===== config.mk =====
export PLATFORM = sky130hd
export DESIGN_NAME = qlo_divider_sync
export DESIGN_NICKNAME = d
export VERILOG_FILES = /design/src/hw/qlo_pkg.sv /design/src/hw/qlo_divider_sync.sv
export VERILOG_INCLUDE_DIRS = /design/src /design/src/hw
export SDC_FILE = /design/constraint.sdc
export NUM_CORES = 1
export LEC_CHECK = 0
export ABC_CLOCK_PERIOD_IN_PS = 8400
export BUFFER_PORTS_ARGS = -buffer_cell sky130_fd_sc_hd__buf_2
export CAP_MARGIN = 20
export CELL_PAD_IN_SITES_DETAIL_PLACEMENT = 0
export CELL_PAD_IN_SITES_GLOBAL_PLACEMENT = 1
export CORE_AREA = 2 2 80 140
export CTS_BUF_LIST = sky130_fd_sc_hd__clkbuf_8 sky130_fd_sc_hd__clkbuf_16
export DETAILED_ROUTE_END_ITERATION = 8
export DIE_AREA = 0 0 82 142
export PLACE_DENSITY = 0.69
export SLEW_MARGIN = 20
export SYNTH_ARGS = -nofsm -noshare
export SYNTH_HDL_FRONTEND = slang
export SYNTH_SLANG_ARGS = --single-unit

===== constraint.sdc =====
create_clock -name SYS_CLK_I -period 8.4 [get_ports SYS_CLK_I]
set_input_delay 0 -clock SYS_CLK_I [delete_from_list [all_inputs] [get_ports SYS_CLK_I]]
set_output_delay 0 -clock SYS_CLK_I [all_outputs]
set_load 0.03 [all_outputs]

===== src/hw/qlo_consts.svh =====
`ifndef QLO_CONSTS_SVH
`define QLO_CONSTS_SVH

// register address of the per-channel cw control byte
`define QLO_REG_CW_CTRL     8'h2D
// field positions inside the control byte
`define QLO_FLD_EN_BIT      4
`define QLO_FLD_PHASE_LSB   0
`define QLO_FLD_PHASE_MSB   3
// reset values
`define QLO_CW_CTRL_RESET   8'h00
`define QLO_DIV_RESET       2'h0
// divider state after a power-on reset, one of the four quarter phases
`define QLO_POWERUP_PHASE   2'h0
// a quarter turn in 22.5 degree phase units
`define QLO_QUARTER_STEP    4'h4
// number of channels
`define QLO_NUM_CH          8

`endif


===== src/hw/qlo_pkg.sv =====
package qlo_pkg;

  typedef struct packed {
    logic [2:0] rsvd;
    logic       enable;
    logic [3:0] phase;
  } cw_ctrl_type;

  typedef logic [7:0][3:0] ch_phase_arr_type;

  typedef struct packed {
    logic [7:0] i_lo;
    logic [7:0] q_lo;
  } ch_lo_type;

endpackage : qlo_pkg


===== src/hw/qlo_divider_sync.sv =====
`timescale 1ns/1ps
`default_nettype none
`include "qlo_consts.svh"

// Behaviour
// - after power-up the divide-by-four may sit in any of four quarter phases relative to other devices.
// - the in-phase and quadrature lo of one device are exactly a quarter turn apart, except while sync reset holds both low.
// - all channels run from the one shared divider, so they stay in phase without any reset.
// - the active-high sync reset is accepted at any moment, with no alignment to the lo clock.
// - while sync reset is held the divider is forced to one fixed known state.
// - after sync reset falls the divider restarts on the third rising lo clock edge, behind the two-flop synchroniser.
// - holding the divider in reset gives a non-mixing path for gain measurement.
// - a channel demodulates only while its enable bit, bit 4 of register cw_channel_control, is set.
// - codes 0010, 0100 and 0110 shift a channel by 45, 90 and 135 degrees against code 0000.
// - the 4-bit phase code picks one of 16 states in 22.5 degree steps, 0000 being no shift.
// - the quadrature lo comes from a divide-by-four of the lo clock, 50 percent duty, reclocked.
// - equal codes on all devices plus one shared reset pulse give fully coherent summed outputs.
module qlo_divider_sync (
  // quad-rate lo clock and power-on reset
  input  wire logic                        SYS_CLK_I,
  input  wire logic                        RST_B_I,
  // shared synchronising reset pin, active high
  input  wire logic                        SYNC_RESET_I,
  // control register port
  input  wire logic                        REG_WR_I,
  input  wire logic [7:0]                  REG_ADDR_I,
  input  wire qlo_pkg::cw_ctrl_type        REG_WDATA_I,
  input  wire logic [7:0]                  REG_CHAN_SEL_I,
  input  wire logic [2:0]                  REG_RD_CHAN_I,
  output var  qlo_pkg::cw_ctrl_type        REG_RDATA_O,
  // device lo
  output var  logic                        LO_I_O,
  output var  logic                        LO_Q_O,
  output var  logic                        NON_MIXING_O,
  // per-channel lo
  output var  qlo_pkg::ch_lo_type          CH_LO_O,
  output var  qlo_pkg::ch_phase_arr_type   CH_PHASE_O,
  output var  logic [7:0]                  CH_ACTIVE_O
);
  import qlo_pkg::*;

  logic              rst_meta;
  logic              rst_n;
  logic              sync_meta;
  logic              sync_hold;
  logic [1:0]        div_cnt_reg;
  logic [1:0]        div_cnt_next;
  cw_ctrl_type [7:0] ctrl_reg;
  logic              reg_hit;

  function automatic logic [3:0] phase_word(input logic [1:0] cnt, input logic [3:0] code);
    phase_word = 4'({cnt, 2'b00} + code);
  endfunction : phase_word

  // the upper half of the 16-step turn drives the square lo high
  function automatic logic lo_level(input logic [3:0] word);
    lo_level = word[3];
  endfunction : lo_level

  always_ff @(posedge SYS_CLK_I or negedge RST_B_I) begin
    if (!RST_B_I) begin
      rst_meta <= 1'b0;
      rst_n    <= 1'b0;
    end else begin
      rst_meta <= 1'b1;
      rst_n    <= rst_meta;
    end
  end

  // pin is asynchronous to the lo clock, two flops before use
  always_ff @(posedge SYS_CLK_I or negedge rst_n) begin
    if (!rst_n) begin
      sync_meta <= 1'b0;
      sync_hold <= 1'b0;
    end else begin
      sync_meta <= SYNC_RESET_I;
      sync_hold <= sync_meta;
    end
  end

  assign div_cnt_next = sync_hold ? `QLO_DIV_RESET : 2'(div_cnt_reg + 2'h1);

  always_ff @(posedge SYS_CLK_I or negedge rst_n) begin
    if (!rst_n) begin
      div_cnt_reg <= `QLO_POWERUP_PHASE;
    end else begin
      div_cnt_reg <= div_cnt_next;
    end
  end

  assign reg_hit = (REG_ADDR_I == `QLO_REG_CW_CTRL);

  always_ff @(posedge SYS_CLK_I or negedge rst_n) begin
    if (!rst_n) begin
      ctrl_reg <= {`QLO_NUM_CH{`QLO_CW_CTRL_RESET}};
    end else if (REG_WR_I && reg_hit) begin
      for (int k = 0; k < `QLO_NUM_CH; k++) begin
        if (REG_CHAN_SEL_I[k]) begin
          ctrl_reg[k] <= '{rsvd: 3'h0, enable: REG_WDATA_I.enable, phase: REG_WDATA_I.phase};
        end
      end
    end
  end

  always_ff @(posedge SYS_CLK_I or negedge rst_n) begin
    if (!rst_n) begin
      REG_RDATA_O <= `QLO_CW_CTRL_RESET;
    end else begin
      REG_RDATA_O <= reg_hit ? ctrl_reg[REG_RD_CHAN_I] : `QLO_CW_CTRL_RESET;
    end
  end

  // device quadrature pair, reclocked from the divider state
  always_ff @(posedge SYS_CLK_I or negedge rst_n) begin
    if (!rst_n) begin
      LO_I_O       <= 1'b0;
      LO_Q_O       <= 1'b0;
      NON_MIXING_O <= 1'b0;
    end else begin
      LO_I_O       <= div_cnt_reg[1];
      LO_Q_O       <= div_cnt_reg[1] ^ div_cnt_reg[0];
      NON_MIXING_O <= sync_hold;
    end
  end

  // every channel taps the same divider state
  always_ff @(posedge SYS_CLK_I or negedge rst_n) begin
    if (!rst_n) begin
      CH_LO_O     <= '0;
      CH_PHASE_O  <= '0;
      CH_ACTIVE_O <= '0;
    end else begin
      for (int k = 0; k < `QLO_NUM_CH; k++) begin
        CH_PHASE_O[k]  <= phase_word(div_cnt_reg, ctrl_reg[k].phase);
        CH_ACTIVE_O[k] <= ctrl_reg[k].enable && !sync_hold;
        CH_LO_O.i_lo[k] <= ctrl_reg[k].enable &&
                           lo_level(phase_word(div_cnt_reg, ctrl_reg[k].phase));
        CH_LO_O.q_lo[k] <= ctrl_reg[k].enable &&
                           lo_level(4'(phase_word(div_cnt_reg, ctrl_reg[k].phase)
                                       + `QLO_QUARTER_STEP));
      end
    end
  end

  for (genvar g = 1; g < `QLO_NUM_CH; g++) begin : g_chk

  end
endmodule : qlo_divider_sync
`default_nettype wire


==> results.md <==
- Top-level I/O count: 98
- Vias in the first global route: 2578
- Post-synthesis async set-or-reset flop share: 100%
- Core region area: 10500 um^2
- Skew final: 6.47 ps
- Clk Latency, worst-skew pair: 340 ps
- Reg-to-reg startpoint: div_cnt_reg[1]
- Cts hold-fix bufs: 3
- Post-synth EDFFs: 0
- Synth Register Bits: 110
- Sink Count: 110
- H-tree Lvls: 3
- WHS Endpoint: REG_RDATA_O[1]
- Initial core utilization: 40.2%
- Clock root cell: clkbuf_16
- Post-Route WL: 8230 um
- Failing checks: negative hold slack
- Worst slew pin tran: 738 ps
- Share of layout cells above drive strength 1: 43.3%
- Wire length per cell: 16.9 um
- Post-synthesis sequential area ratio: 65.1%
- Maximum vdd drop: 0.112 mV
- Vias per cell: 4.83
- Max-Cap Viols: 0
- FMAX: 0.629 GHz
- Cts bufs inserted: 9
- PwrDens: 219 nW/um^2
- Worst R2R Path Depth: 3
- Initial antenna violation count: 0
- Area delta synth->final: 21.8%
- Most frequent cells in the layout: dfrtp_1 (109), buf_2 (91), mux2_2 (40)
- Final setup TNS: 0 ps
- Max FFs per register: 40
- GP Congestion: 0.801
- Post-Syn Area: 4230 um^2
- Hold path cells: 2
- Largest net degree at the start of global routing: 60
- Crit path cell chain: xor3_1, xor2_1, and2_1
- Grt ovf: 0
- Syn. warnings: 0
- Crit end category: flop
- 1st-pass router iterations: 6
- CP Data Required Time: 8630 ps
- Estimated wirelength of the detail-placed design: 6040 um
- Die W: 82 um
- RSZ-0062 raised after global routing: no
- Worst Path Buf+Inv: 0
- Slew Viols, Final: 0
- Drc violations: 0
- Status: finished with violations
- Ys flop type: dfrtp_1
- Gate Count Post-Synth: 259
- First-pass GRT wire length: 13400 um
- Worst relative slew slack: 50.8%
- Fin crit share: 18.9%
- Clock-pin transition on the worst setup and hold timing paths: 70 ps
- Nets: 394
- Slowest library cell on the worst path: dfrtp_1
- Delay-heaviest family, CP: XOR/XNOR gates
- Post-CTS Setup Inserts: 0
- Final ANT Viol Nets: 0
- Setup crit start kind: flop
- FP Rows: 50
- Antenna diodes: 0
- Final setup fails: 0
- Crit Path Class: reg2reg
- Hold WS: -2.63 ps
- CTS resizes: 0
- HP Start: REG_RD_CHAN_I[2]
- Port bufs: 91
- Clock Path Buffers: 2
- FF-to-FF setup slack: 6810 ps
- Crit-path max FO: 10
- Via count: 2358
- Final Hold Vio Count: 1
- GRT Util Overall: 15.8%
- Synth unique cells: 25
- Most common cell after layout, fill and taps aside: dfrtp_1
- R2r endpoint: CH_LO_O[2]
- Die Ht: 142 um
- Worst EP arrival: 1820 ps
- Hold Path Class: in2reg
- Avg Inst Size Synth: 16.3 um^2
- CTS tree: built
- CP max stage delay: 610 ps
- Leakage: 2.76 nW
- Die area: 11600 um^2
- Starting DRT DRC Count: 115
- Min Tclk post-route: 1590 ps
[power breakdown]
part	leakage [nW]	switching (W)	internal, W	total [W]
logic	1.11	0.0000588	0.0000399	0.0000987
clock network	0.159	0.000175	0.000287	0.000462
registers	1.49	0.0000173	0.000549	0.000566
[worst max-delay path by stage]
stage	cells after the start	slack (ps)	endpoint	start
after global routing	1	6650	ctrl_reg[11]	rst_n
final	3	6810	CH_LO_O[2]	div_cnt_reg[1]
after detailed placement	4	6760	REG_RDATA_O[0]	REG_ADDR_I[4]
after CTS	3	6770	CH_LO_O[2]	div_cnt_reg[1]
after floorplan	0	5110	CH_ACTIVE_O[0]	rst_n
after global placement	4	6740	REG_RDATA_O[0]	REG_RD_CHAN_I[0]
[cells in the mapped netlist (3+ instances only)]
master     count  area, um^2
dfrtp_1      110        2750
mux2_2        40         450
and2_1        16         100
nor2b_1       15        93.8
xor2_1         9        78.8
ha_1           8         100
xor3_1         8         190
a2111oi_0      6        52.6
buf_2          5        25.0
mux4_2         5         113
nand4_1        5        31.3
nor2_1         5        18.8
a211oi_1       4        30.0
buf_4          4        30.0
mux2i_1        4        40.0
and4_2         3        30.0
[layer usage]
layer / part of all wire [%] / GRT usage (%)
met1: 36 / 17.3
met2: 58 / 28.7
met3: 4.4 / 3.93
met4: 1.5 / 5.53
met5: 0 / 0
[through the flow]
step / area, um^2 / power [W] / cells / setup slack, ps / util [%]
finish: 5150 / 0.00113 / 488 / 6810 / 49.0
global route: 5150 / 0.00117 / 488 / 6650 / 49.0
CTS: 5150 / 0.00114 / 488 / 6770 / 49.0
detailed placement: 4790 / 0.000677 / 471 / 6760 / 45.6
global placement: 4790 / 0.000674 / 471 / 6740 / 45.6
floorplan: 4230 / 0.000642 / 261 / 5110 / -
[area by class of cell]
| cell class | instances | area, um^2 |
|---|---|---|
| multi-input combinational | 138 | 1400 |
| tap | 130 | 163 |
| inverter | 1 | 3.75 |
| timing repair buffer | 95 | 493 |
| clock buffer | 9 | 225 |
| fill | 938 | 5360 |
| clock inverter | 5 | 101 |
| sequential | 110 | 2760 |
[cell families (layout without fill, tap and decap cells)]
group | count (synthesis) | count (layout) | synth area share, %
AO/OA/AOI/OAI | 10 | 10 | 1.95
XOR/XNOR | 17 | 17 | 6.36
adder cells (fa/ha/maj) | 8 | 8 | 2.37
buffers and inverters | 13 | 110 | 1.84
flip-flops | 110 | 110 | 65.1
multiplexers | 50 | 50 | 14.5
other | 2 | 4 | 0.178
AND/OR/NAND/NOR | 49 | 49 | 7.64
Note: power is estimated with default switching activity, not from simulation.
